`src/logic/dcc_params.svh`:
```
`ifndef DCC_PARAMS_SVH
`define DCC_PARAMS_SVH
`define DCC_OFF_CMD      8'h00
`define DCC_OFF_ARG      8'h04
`define DCC_OFF_STAT     8'h08
`define DCC_OFF_REPLY    8'h0C
`define DCC_OFF_IRQ_STAT 8'h10
`define DCC_OFF_IRQ_EN   8'h14
`define DCC_OFF_IRQ_CLR  8'h18
`define DCC_OFF_TRESULT  8'h1C
`define DCC_CMD_CAL      4'h1
`define DCC_CMD_GO       4'h2
`define DCC_CMD_LOOP     4'h3
`define DCC_CMD_LOOPQ    4'h4
`define DCC_CMD_NORMAL   4'h5
`define DCC_CMD_STEP     4'h6
`define DCC_CMD_STEPQ    4'h7
`define DCC_CMD_STOP     4'h8
`define DCC_CMD_TEST     4'h9
`define DCC_CMD_TESTQ    4'hA
`define DCC_HDR_LOOP     2'h1
`define DCC_HDR_STEP     2'h2
`define DCC_HDR_TEST     2'h3
`define DCC_ARG_OFF      2'h1
`define DCC_RESP_OKAY    2'h0
`define DCC_RESP_SLVERR  2'h2
`define DCC_IRQ_W        4
`define DCC_IRQ_DONE     0
`define DCC_IRQ_EXEERR   1
`define DCC_IRQ_REPLY    2
`define DCC_IRQ_STEP     3
`define DCC_RUN_TICKS    8'h10
`endif

```
`src/logic/dcc_pkg.sv`:
```
package dcc_pkg;
  typedef enum logic [1:0] {DCC_NORMAL, DCC_MONITOR, DCC_RUNNING} dcc_mode_type;
  typedef enum logic [1:0] {DCC_SEL_NONE, DCC_SEL_CAL, DCC_SEL_TEST} dcc_sel_type;
endpackage : dcc_pkg

```
`src/logic/dcc_sync.sv`:
```
`timescale 1ns/10ps
module dcc_sync (
  input  wire logic aclk,
  input  wire logic aresetn,
  input  wire logic din,
  output logic      dout
);
  logic meta_r;
  // first stage feeds only the second
  always_ff @(posedge aclk) begin
    if (!aresetn) begin
      meta_r <= 1'b0;
      dout   <= 1'b0;
    end else begin
      meta_r <= din;
      dout   <= meta_r;
    end
  end
endmodule : dcc_sync

```
`src/logic/dcc_handler.sv`:
```
// Functional notes
// RULE1: calibrate enters diagnostic mode and launches routine only when jumper enables it.
// RULE2: first calibrate argument holds two digits: option, then routine.
// RULE3: second calibrate argument is the step number to position the routine at.
// RULE4: go runs the currently selected calibration or test routine.
// RULE5: in diagnostic mode go equals an upper coupling button press.
// RULE6: looping command sets looping on or off; missing argument means on.
// RULE7: looping query replies looping header with on or off.
// RULE8: normal leaves diagnostic mode; in normal mode it changes nothing.
// RULE9: controller sends normal last or alone in a message.
// RULE10: step advances the executing routine to its next step.
// RULE11: step query replies step header and the current step number.
// RULE12: stop ends the executing routine and returns to the monitor.
// RULE13: test selects a test sequence by option and routine number.
// RULE14: test query runs the test and replies status, zero on pass.
// RULE15: calibrate with jumper disabled keeps mode and flags an execution error.
`timescale 1ns/10ps
`include "dcc_params.svh"
module dcc_handler
  import dcc_pkg::*;
#(
  parameter int STEP_W = 8
) (
  input  wire logic        aclk,
  input  wire logic        aresetn,
  input  wire logic [7:0]  s_axi_awaddr,
  input  wire logic        s_axi_awvalid,
  output logic             s_axi_awready,
  input  wire logic [31:0] s_axi_wdata,
  input  wire logic [3:0]  s_axi_wstrb,
  input  wire logic        s_axi_wvalid,
  output logic             s_axi_wready,
  output logic [1:0]       s_axi_bresp,
  output logic             s_axi_bvalid,
  input  wire logic        s_axi_bready,
  input  wire logic [7:0]  s_axi_araddr,
  input  wire logic        s_axi_arvalid,
  output logic             s_axi_arready,
  output logic [31:0]      s_axi_rdata,
  output logic [1:0]       s_axi_rresp,
  output logic             s_axi_rvalid,
  input  wire logic        s_axi_rready,
  input  wire logic        cal_jumper,
  input  wire logic        coupling_btn,
  output logic             diag_mode,
  output logic             routine_run,
  output logic [3:0]       run_option,
  output logic [3:0]       run_routine,
  output logic             irq
);
  ////////////////////////////////////////////////////////////////////////////
  logic               jumper_s;
  logic               btn_s;
  logic               btn_d_r;
  logic               btn_press;
  logic [7:0]         aw_addr_r;
  logic               aw_have_r;
  logic [31:0]        w_data_r;
  logic               w_have_r;
  logic               wr_go;
  logic               cmd_wr;
  logic               rd_clr;
  logic [31:0]        rd_nxt;
  logic               rd_err;
  dcc_mode_type       mode_r;
  dcc_sel_type        sel_r;
  logic [3:0]         opt_r;
  logic [3:0]         rtn_r;
  logic [STEP_W-1:0]  step_r;
  logic               loop_r;
  logic [7:0]         tick_r;
  logic [15:0]        tresult_r;
  logic [31:0]        reply_r;
  logic               reply_valid_r;
  logic [`DCC_IRQ_W-1:0] ista_r;
  logic [`DCC_IRQ_W-1:0] ien_r;
  logic [`DCC_IRQ_W-1:0] iset;
  logic [`DCC_IRQ_W-1:0] iclr;
  logic [3:0]         op;
  logic [7:0]         arg1;
  logic [STEP_W-1:0]  arg2;
  logic               arg_given;
  logic [1:0]         arg_onoff;
  logic               go_evt;
  logic [31:0]        arg_r;

  dcc_sync u_sync_jmp (.aclk(aclk), .aresetn(aresetn), .din(cal_jumper), .dout(jumper_s));
  dcc_sync u_sync_btn (.aclk(aclk), .aresetn(aresetn), .din(coupling_btn), .dout(btn_s));

  always_ff @(posedge aclk) begin
    if (!aresetn) btn_d_r <= 1'b0;
    else          btn_d_r <= btn_s;
  end
  assign btn_press = btn_s & ~btn_d_r;

  ////////////////////////////////////////////////////////////////////////////
  // write channel: address and data taken in either order
  assign wr_go = aw_have_r & w_have_r & ~s_axi_bvalid;

  always_ff @(posedge aclk) begin
    if (!aresetn) begin
      aw_have_r     <= 1'b0;
      w_have_r      <= 1'b0;
      aw_addr_r     <= 8'h00;
      w_data_r      <= 32'h0000_0000;
      s_axi_awready <= 1'b0;
      s_axi_wready  <= 1'b0;
      s_axi_bvalid  <= 1'b0;
      s_axi_bresp   <= `DCC_RESP_OKAY;
    end else begin
      // held low while a response waits, so no item is taken into a busy slot
      s_axi_awready <= ~aw_have_r & ~s_axi_bvalid & ~(s_axi_awvalid & s_axi_awready);
      s_axi_wready  <= ~w_have_r & ~s_axi_bvalid & ~(s_axi_wvalid & s_axi_wready);
      if (s_axi_awvalid & s_axi_awready) begin
        aw_have_r <= 1'b1;
        aw_addr_r <= s_axi_awaddr;
      end
      if (s_axi_wvalid & s_axi_wready) begin
        w_have_r <= 1'b1;
        w_data_r <= s_axi_wdata;
      end
      if (wr_go) begin
        aw_have_r    <= 1'b0;
        w_have_r     <= 1'b0;
        s_axi_bvalid <= 1'b1;
        unique case (aw_addr_r)
          `DCC_OFF_CMD, `DCC_OFF_ARG, `DCC_OFF_IRQ_EN, `DCC_OFF_IRQ_CLR:
            s_axi_bresp <= `DCC_RESP_OKAY;
          default: s_axi_bresp <= `DCC_RESP_SLVERR;
        endcase
      end else if (s_axi_bvalid & s_axi_bready) begin
        s_axi_bvalid <= 1'b0;
      end
    end
  end

  // command word: [3:0] opcode; argument register holds arg1 [7:0], arg2 [STEP_W+7:8],
  // arg presence [24], on/off code [26:25]; arguments written before the command
  assign cmd_wr    = wr_go & (aw_addr_r == `DCC_OFF_CMD);
  assign op        = w_data_r[3:0];
  assign arg1      = arg_r[7:0];
  assign arg2      = arg_r[8 +: STEP_W];
  assign arg_given = arg_r[24];
  assign arg_onoff = arg_r[26:25];

  always_ff @(posedge aclk) begin
    if (!aresetn)                                   arg_r <= 32'h0000_0000;
    else if (wr_go & (aw_addr_r == `DCC_OFF_ARG))   arg_r <= w_data_r;
  end

  always_ff @(posedge aclk) begin
    if (!aresetn)                                     ien_r <= '0;
    else if (wr_go & (aw_addr_r == `DCC_OFF_IRQ_EN))  ien_r <= w_data_r[`DCC_IRQ_W-1:0];
  end

  ////////////////////////////////////////////////////////////////////////////
  // go from bus, or coupling button while in diagnostic mode
  assign go_evt = (cmd_wr & (op == `DCC_CMD_GO)) | (btn_press & (mode_r != DCC_NORMAL)); // RULE4 RULE5

  always_ff @(posedge aclk) begin
    if (!aresetn) begin
      mode_r    <= DCC_NORMAL;
      sel_r     <= DCC_SEL_NONE;
      opt_r     <= 4'h0;
      rtn_r     <= 4'h0;
      step_r    <= '0;
      tick_r    <= 8'h00;
      tresult_r <= 16'h0000;
    end else begin
      if (mode_r == DCC_RUNNING) begin
        if (tick_r == `DCC_RUN_TICKS) begin
          tick_r <= 8'h00;
          if (!loop_r) mode_r <= DCC_MONITOR; // limitation: routine body is a fixed timer
        end else begin
          tick_r <= tick_r + 8'h01;
        end
      end
      if (go_evt && mode_r != DCC_NORMAL && sel_r != DCC_SEL_NONE) begin
        mode_r <= DCC_RUNNING; // RULE4
        tick_r <= 8'h00;
      end
      if (cmd_wr) begin
        unique case (op)
          `DCC_CMD_CAL: if (jumper_s) begin // RULE1 RULE15
            mode_r <= DCC_RUNNING;
            sel_r  <= DCC_SEL_CAL;
            opt_r  <= arg1[7:4]; // RULE2
            rtn_r  <= arg1[3:0]; // RULE2
            step_r <= arg2;      // RULE3
            tick_r <= 8'h00;
          end
          `DCC_CMD_NORMAL: if (mode_r != DCC_NORMAL) mode_r <= DCC_NORMAL; // RULE8 RULE9
          `DCC_CMD_STEP: if (mode_r == DCC_RUNNING) step_r <= step_r + 1'b1; // RULE10
          `DCC_CMD_STOP: if (mode_r == DCC_RUNNING) mode_r <= DCC_MONITOR; // RULE12
          `DCC_CMD_TEST: begin // RULE13
            mode_r <= (mode_r == DCC_NORMAL) ? DCC_MONITOR : mode_r;
            sel_r  <= DCC_SEL_TEST;
            opt_r  <= arg1[3:0];
            rtn_r  <= arg2[3:0];
            step_r <= '0;
          end
          `DCC_CMD_TESTQ: tresult_r <= {opt_r, rtn_r} ^ {8'h00, step_r[7:0]}; // RULE14
          default: ;
        endcase
      end
    end
  end

  always_ff @(posedge aclk) begin
    if (!aresetn) loop_r <= 1'b0;
    else if (cmd_wr && op == `DCC_CMD_LOOP)
      loop_r <= !(arg_given && arg_onoff == `DCC_ARG_OFF); // RULE6
  end

  // reply: [31:30] header code, [STEP_W-1:0] or [15:0] value
  always_ff @(posedge aclk) begin
    if (!aresetn) begin
      reply_r       <= 32'h0000_0000;
      reply_valid_r <= 1'b0;
    end else if (cmd_wr) begin
      unique case (op)
        `DCC_CMD_LOOPQ: begin
          reply_r       <= {`DCC_HDR_LOOP, 29'h0, loop_r}; // RULE7
          reply_valid_r <= 1'b1;
        end
        `DCC_CMD_STEPQ: begin
          reply_r       <= {`DCC_HDR_STEP, {(30-STEP_W){1'b0}}, step_r}; // RULE11
          reply_valid_r <= 1'b1;
        end
        `DCC_CMD_TESTQ: begin
          reply_r       <= {`DCC_HDR_TEST, 14'h0000, {opt_r, rtn_r} ^ {8'h00, step_r[7:0]}};
          reply_valid_r <= 1'b1; // RULE14
        end
        default: ;
      endcase
    end else if (rd_clr) begin
      reply_valid_r <= 1'b0;
    end
  end

  ////////////////////////////////////////////////////////////////////////////
  // sticky events; set wins over clear
  assign iset[`DCC_IRQ_DONE]   = (mode_r == DCC_RUNNING) & (tick_r == `DCC_RUN_TICKS) & ~loop_r;
  assign iset[`DCC_IRQ_EXEERR] = cmd_wr & (op == `DCC_CMD_CAL) & ~jumper_s; // RULE15
  assign iset[`DCC_IRQ_REPLY]  = cmd_wr & ((op == `DCC_CMD_LOOPQ) | (op == `DCC_CMD_STEPQ) |
                                           (op == `DCC_CMD_TESTQ));
  assign iset[`DCC_IRQ_STEP]   = cmd_wr & (op == `DCC_CMD_STEP) & (mode_r == DCC_RUNNING);
  assign iclr = (wr_go & (aw_addr_r == `DCC_OFF_IRQ_CLR)) ? w_data_r[`DCC_IRQ_W-1:0] : '0;

  always_ff @(posedge aclk) begin
    if (!aresetn) ista_r <= '0;
    else          ista_r <= (ista_r & ~iclr) | iset;
  end

  always_ff @(posedge aclk) begin
    if (!aresetn) irq <= 1'b0;
    else          irq <= |(((ista_r & ~iclr) | iset) & ien_r);
  end

  ////////////////////////////////////////////////////////////////////////////
  always_comb begin
    rd_nxt = 32'h0000_0000;
    rd_err = 1'b0;
    unique case (s_axi_araddr)
      `DCC_OFF_STAT:     rd_nxt = {24'h0, 1'h0, reply_valid_r, loop_r, jumper_s, sel_r, mode_r};
      `DCC_OFF_REPLY:    rd_nxt = reply_r;
      `DCC_OFF_IRQ_STAT: rd_nxt = {{(32-`DCC_IRQ_W){1'b0}}, ista_r};
      `DCC_OFF_IRQ_EN:   rd_nxt = {{(32-`DCC_IRQ_W){1'b0}}, ien_r};
      `DCC_OFF_TRESULT:  rd_nxt = {16'h0000, tresult_r};
      `DCC_OFF_CMD, `DCC_OFF_ARG, `DCC_OFF_IRQ_CLR: rd_nxt = 32'h0000_0000;
      default:           rd_err = 1'b1;
    endcase
  end

  assign rd_clr = s_axi_arvalid & s_axi_arready & (s_axi_araddr == `DCC_OFF_REPLY);

  always_ff @(posedge aclk) begin
    if (!aresetn) begin
      s_axi_arready <= 1'b0;
      s_axi_rvalid  <= 1'b0;
      s_axi_rdata   <= 32'h0000_0000;
      s_axi_rresp   <= `DCC_RESP_OKAY;
    end else begin
      s_axi_arready <= ~s_axi_rvalid & ~(s_axi_arvalid & s_axi_arready);
      if (s_axi_arvalid & s_axi_arready) begin
        s_axi_rvalid <= 1'b1;
        s_axi_rdata  <= rd_nxt;
        s_axi_rresp  <= rd_err ? `DCC_RESP_SLVERR : `DCC_RESP_OKAY;
      end else if (s_axi_rvalid & s_axi_rready) begin
        s_axi_rvalid <= 1'b0;
      end
    end
  end

  always_ff @(posedge aclk) begin
    if (!aresetn) begin
      diag_mode   <= 1'b0;
      routine_run <= 1'b0;
      run_option  <= 4'h0;
      run_routine <= 4'h0;
    end else begin
      diag_mode   <= (mode_r != DCC_NORMAL);
      routine_run <= (mode_r == DCC_RUNNING);
      run_option  <= opt_r;
      run_routine <= rtn_r;
    end
  end
endmodule : dcc_handler

```
`config.mk`:
```
export PLATFORM = sky130hd
export DESIGN_NAME = dcc_handler
export DESIGN_NICKNAME = d
export VERILOG_FILES = /design/src/logic/dcc_pkg.sv /design/src/logic/dcc_sync.sv /design/src/logic/dcc_handler.sv
export VERILOG_INCLUDE_DIRS = /design/src /design/src/logic
export SDC_FILE = /design/constraint.sdc
export NUM_CORES = 1
export LEC_CHECK = 0
export BUFFER_PORTS_ARGS = -buffer_cell sky130_fd_sc_hd__buf_2
export CORE_MARGIN = 2
export CORE_UTILIZATION = 56
export DETAILED_ROUTE_END_ITERATION = 12
export HOLD_SLACK_MARGIN = 0.08
export PLACE_DENSITY = 0.8
export SLEW_MARGIN = 20
export SYNTH_ARGS = -nofsm -noshare
export SYNTH_HDL_FRONTEND = slang
export SYNTH_SLANG_ARGS = --single-unit
```
`constraint.sdc`:
```
create_clock -name aclk -period 2.4 [get_ports aclk]
set_input_delay 0.48 -clock aclk [delete_from_list [all_inputs] [get_ports aclk]]
set_output_delay 0.48 -clock aclk [all_outputs]
set_load 0.05 [all_outputs]
```
; Yosys cells after proc, flatten, opt, wreduce, memory -nomap -nowiden
; Index checks and enable logic that the tools add are counted.
[op_classes]
add_sub_neg = 2
n_reduce_logical = 26
n_eq_ne = 27
muxes = 37
bitwise_logic = 46
[ops]
columns = cell, count
row1 = one-hot mux 32 bit (5 select lines), 1
row2 = one-hot mux 32 bit (3 select lines), 1
row3 = 2-to-1 mux 8 bit, 8
row4 = == test 8 x 5 -> 1 bit (second input constant), 7
row5 = bitwise AND 1 bit, 27
row6 = 2-to-1 mux 2 bit, 12
row7 = one-hot mux 8 bit (3 select lines), 1
row8 = adder 8 x 1 -> 8 bit (second input constant), 2
row9 = == test 4 x 3 -> 1 bit (second input constant), 4
row10 = == test 8 x 3 -> 1 bit (second input constant), 2
row11 = == test 8 x 4 -> 1 bit (second input constant), 2
row12 = logical NOT 8 bit, 2
row13 = one-hot mux 4 bit (2 select lines), 2
row14 = == test 4 bit (second input constant), 3
row15 = 2-to-1 mux 4 bit, 3
row16 = nonzero test 2 bit, 6
row17 = NOT 1 bit, 11
row18 = bitwise AND 4 bit, 2
row19 = == test 4 x 2 -> 1 bit (second input constant), 2
row20 = one-hot mux 2 bit (4 select lines), 1
row21 = OR reduction 4 bit, 2
row22 = OR reduction 8 bit, 1
row23 = XOR 8 bit, 1
row24 = 2-to-1 mux 1 bit, 7
row25 = other kinds (19), 28
[totals]
input_bits = 61
reg_bits = 207

; Longest topological paths before layout
[logic_depth]
depth_word = 11
depth_mapped = 7
mapped_depth_nobuf = 7

; Modules after synthesis
; From an unflattened synthesis, not the netlist that was laid out.
[unflattened]
cells_unflattened = 712
area_unflattened_um2 = 6109.6
[modules_own_cells]
columns = module, cells_per_inst, n_inst, area_per_inst_um2
row1 = dcc_handler, 704, 1, 6004.5
row2 = dcc_sync, 4, 2, 52.6

; Worst setup path after synthesis
; Ideal clock, no wire load.
[synth_path]
path_kind = reg-to-reg
start = reg s_axi_bvalid
end = reg tick_r[0]
stages_incl_launch_ff = 7
synth_period_minus_slack_ns = 2.046
arrival_ns = 1.977
slack_ns = 0.354
setup_ns = 0.070
required_ns = 2.330
path_cell_list = dfxtp_1 -> nand3b_2 -> nand4bb_4 -> nor3_1 -> or4_1 -> buf_2 -> a21oi_1
[synth_between]
elab_chain_len = 11
[synth_lines]
columns = element, line_no
row1 = "start, declared", dcc_handler.sv:34  ; output logic s_axi_bvalid,
row2 = "start signal, assigned", dcc_handler.sv:108  ; s_axi_bvalid <= 1'b0;
row3 = "start signal, assigned", dcc_handler.sv:125  ; s_axi_bvalid <= 1'b1;
row4 = "start signal, assigned", dcc_handler.sv:132  ; s_axi_bvalid <= 1'b0;
row5 = NOT 1 bit (*), dcc_handler.sv:98  ; assign wr_go = aw_have_r & w_have_r & ~s_axi_bvalid;
row6 = bitwise AND 1 bit (*), dcc_handler.sv:98
row7 = bitwise AND 1 bit (*), dcc_handler.sv:139  ; assign cmd_wr = wr_go & (aw_addr_r == `DCC_OFF_CMD);
row8 = bitwise AND 1 bit, dcc_handler.sv:158  ; assign go_evt = (cmd_wr & (op == `DCC_CMD_GO)) | (btn_press & (mode_r != DCC_NORMAL));
row9 = OR 1 bit, dcc_handler.sv:158
row10 = logical AND 1 bit (2 in a row), dcc_handler.sv:178  ; if (go_evt && mode_r != DCC_NORMAL && sel_r != DCC_SEL_NONE) begin
row11 = 2-to-1 mux 8 bit, dcc_handler.sv:178
row12 = 2-to-1 mux 8 bit, dcc_handler.sv:184  ; `DCC_CMD_CAL: if (jumper_s) begin
row13 = 2-to-1 mux 8 bit, dcc_handler.sv:183  ; unique case (op)
row14 = 2-to-1 mux 8 bit (*), dcc_handler.sv:182  ; if (cmd_wr) begin
row15 = "end signal, assigned", dcc_handler.sv:175  ; tick_r <= tick_r + 8'h01;
row16 = "end, declared", dcc_handler.sv:71  ; logic [7:0] tick_r;
; Mark *: on every way between the ends. The rest lies on a longest branch, timed or not.
; A chain may end at the register's enable or synchronous reset.

; Worst setup path in the final report
[layout_path]
start = reg aw_addr_r[4]
end = reg irq
[layout_between]
elab_chain_len = 8
elab_cells_between_ends = 15
cone_classes = 1 x eq/ne / 1 x mux / 11 x bitwise / 2 x reduce/logical
[layout_lines]
columns = element, line_no
row1 = "start, declared", dcc_handler.sv:56  ; logic [7:0] aw_addr_r;
row2 = "start signal, assigned", dcc_handler.sv:116  ; aw_addr_r <= s_axi_awaddr;
row3 = == test 8 x 5 -> 1 bit, -
row4 = bitwise AND 1 bit, dcc_handler.sv:248  ; assign iclr = (wr_go & (aw_addr_r == `DCC_OFF_IRQ_CLR)) ? w_data_r[`DCC_IRQ_W-1:0] : '0;
row5 = 2-to-1 mux 4 bit, dcc_handler.sv:248
row6 = NOT 4 bit, dcc_handler.sv:257  ; else irq <= |(((ista_r & ~iclr) | iset) & ien_r);
row7 = bitwise AND 4 bit, dcc_handler.sv:257
row8 = OR 4 bit (*), dcc_handler.sv:257
row9 = bitwise AND 4 bit (*), dcc_handler.sv:257
row10 = OR reduction 4 bit (*), dcc_handler.sv:257
row11 = "end signal, assigned", dcc_handler.sv:257
row12 = "end, declared", dcc_handler.sv:49  ; output logic irq
; Marked as above.

==> flow_metrics.env <==
export IMPL_outcome="finished clean"
export IMPL_area_growth_pct=16.17
export IMPL_setup_viol=0
export IMPL_cp_end_kind="flip-flop"
export IMPL_syn_inst=705
export IMPL_drt_antenna_violating_nets=0
export IMPL_holdWs_ps=160.0
export IMPL_cts_sinks=137
export IMPL_synthTopCellsByArea="dfxtp_1 (45%), nand2_1 (5.8%), mux2i_1 (5.2%)"
export IMPL_ir_drop_mv=0.5179
export IMPL_rows=38
export IMPL_power_uw=5286
export IMPL_grt_pass1_vias=4975
export IMPL_startpoint="aw_addr_r[4]$_SDFFE_PN0P_"
export IMPL_final_common_cell="dfxtp_1"
export IMPL_start_util_pct=56.96
export IMPL_drt_iter0_drc=399
export IMPL_regArea_um2=2743
export IMPL_syn_area_um2=6121
export IMPL_die_h_um=108.5
export IMPL_avgSynthCellArea_um2=8.682
export IMPL_hpwlAfterDp_um=9459
export IMPL_hp_class="in -> reg"
export IMPL_core_area_um2=10750
export IMPL_route_detailed_drc=0
export IMPL_multi_input_area_um2=3059
export IMPL_crit_type="reg -> reg"
export IMPL_max_slew_margin_rel_pct=57.07
export IMPL_wl_um=14000
export IMPL_numCtsBuffers=17
export IMPL_synth_seq_cells=137
export IMPL_worstPathRequired_ps=2830
export IMPL_drive_gt1_share_pct=18.69
export IMPL_worst_setup_path_start_kind="flip-flop"
export IMPL_grt_usage_pct=25.56
export IMPL_ys_flop_type="dfxtp_1"
export IMPL_clk_pin_slew_ps=60
export IMPL_synth_warnings=0
export IMPL_critPathArrivalTime_ps=2560
export IMPL_rsz0062_at_grt="no"
export IMPL_grt_max_degree=104
export IMPL_num_nets_final=832
export IMPL_tightestPinTransition_ps=643.9
export IMPL_vias_per_cell=5.632
export IMPL_clk_latency_ps=530
export IMPL_post_cts_buffers=0
export IMPL_slew_violations=0
export IMPL_critical_path_max_fanout=18
export IMPL_firstDrtPassIters=5
export IMPL_finalHoldViolCount=0
export IMPL_vias=5187
export IMPL_drv_cap=0
export IMPL_ys_seq_area_share_pct=44.81
export IMPL_fin_skew_ps=5.291
export IMPL_portBuffers=71
export IMPL_synth_top_cell_area_share_pct=44.81
export IMPL_die_area_um2=11780
export IMPL_timing_rr_start="aw_addr_r[4]$_SDFFE_PN0P_"
export IMPL_grt_first_pass_wirelength_um=23490
export IMPL_fin_setup_tns_ps=0
export IMPL_post_route_min_period_ps=2127
export IMPL_fillCellCount=916
export IMPL_grt_overflow_total=0
export IMPL_gp_congestion=0.8666
export IMPL_final_cell_mix="dfxtp_1 (137), nand2_1 (94), nor2_1 (80)"
export IMPL_leakagePower_uw=0.002783
export IMPL_antenna_found_initial=0
export IMPL_ctsResizeCount=0
export IMPL_synth_cell_type_count=61
export IMPL_cts_tree="yes"
export IMPL_ios=113
export IMPL_n_antenna_cell=0
export IMPL_max_clock_freq_mhz=470.2
export IMPL_wl_per_cell_um=15.20
export IMPL_yosysTopAreaCell="dfxtp_1"
export IMPL_synth_async_reset_ratio_pct=0
export IMPL_place_ws_ps=299.6
export IMPL_cts_path_max_buffers=2
export IMPL_pwr_density_cell_nw_per_um2=743.3
export IMPL_cts_hold_buffers=0
export IMPL_timing_final_crit_share_pct=88.61
export IMPL_synth_edff_count=0
export IMPL_root_buffer="clkbuf_8"
export IMPL_min_from="coupling_btn"
export IMPL_timing_final_ws_setup_ps=273.3
export IMPL_htreeDepth=4
export IMPL_die_w_um=108.5
## worst max-delay path, stage by stage, from the launching register on
cell,delay [ps]
dfxtp_1,390
nor4_4,430
nand4bb_4,360
a31oi_4,250
buf_4,260
a21oi_1,90
o221ai_1,240
## through the flow
step	instance area (um2)	util, %	cells
final	7111	66.17	921
after global routing	7111	66.17	921
after CTS	7111	66.17	921
after detailed placement	6518	60.65	889
after global placement	6518	60.65	889
after floorplan	6207	-	728
## path summary, 6_finish.rpt
check | slack (ps) | to | depth (start not counted)
setup / recovery | 270 | irq$_SDFF_PN0_ | 6
setup reg to reg | 270 | irq$_SDFF_PN0_ | 6
hold / removal | 160 | u_sync_btn.meta_r$_SDFF_PN0_ | 2
hold reg to reg | 440 | btn_d_r$_SDFF_PN0_ | 2
## per-layer routing
| layer | vias up | share of wire, % | global-route usage [%] |
|---|---|---|---|
| met5 | - | 0 | 0 |
| met4 | 0 | 1.7 | 9.799 |
| met3 | 29 | 6.3 | 6.570 |
| met2 | 202 | 48 | 42.41 |
| met1 | 2402 | 44 | 31.88 |
| li1 | 2554 | - | - |
## sequential cells by signal, indices dropped and copies added, names as in the netlist, 2 cells and up
name	flops
sel_r	2
ien_r	4
w_data_r	19
s_axi_rdata	10
arg_r	19
mode_r	2
opt_r	4
run_routine	4
step_r	8
tresult_r	8
run_option	4
ista_r	4
rtn_r	4
reply_r	10
tick_r	8
aw_addr_r	8
## synthesized netlist by cell type, drive strengths merged (3+ instances only)
master	count
a22o	3
nand4b	3
or4	3
a221oi	4
nor4	7
a21oi	63
buf	34
xnor2	14
a311oi	3
nand2	95
inv	12
dfxtp	137
o221a	3
nor2b	5
nand4	3
mux2i	32
o22ai	3
nand2b	11
mux2	5
and2	16
clkbuf	33
nand4bb	3
nor3	18
xor2	3
nor3b	8
nand3	9
a31oi	5
ha	3
a22oi	10
or3	7
a211oi	26
o21ai	18
nor2	81
## layout make-up
class	instances	area share, %
multi-input cells	512	43.02
inverters	12	0.6335
clock buffers	17	5.824
flip-flops and latches	137	38.57
well taps	140	2.463
clock inverters	15	2.516
repair buffers	88	6.968
## power by group
part           total (uW)  internal (uW)  switching [uW]  leakage (uW)
clock network        2570           1580             986      0.000268
logic                 365           96.0             269       0.00141
registers            2350           2320            38.3       0.00111
## logic make-up after synthesis
kind of cell	Yosys count	share of synthesized area [%]
simple gates	279	22.87
xor+xnor	17	2.433
fa+ha+maj	3	0.6133
mux	37	6.153
compound gates	152	16.33
buf+inv	79	6.725
other cells	1	0.06127
flops	137	44.81
No activity file was read; power rests on OpenSTA's default activity.
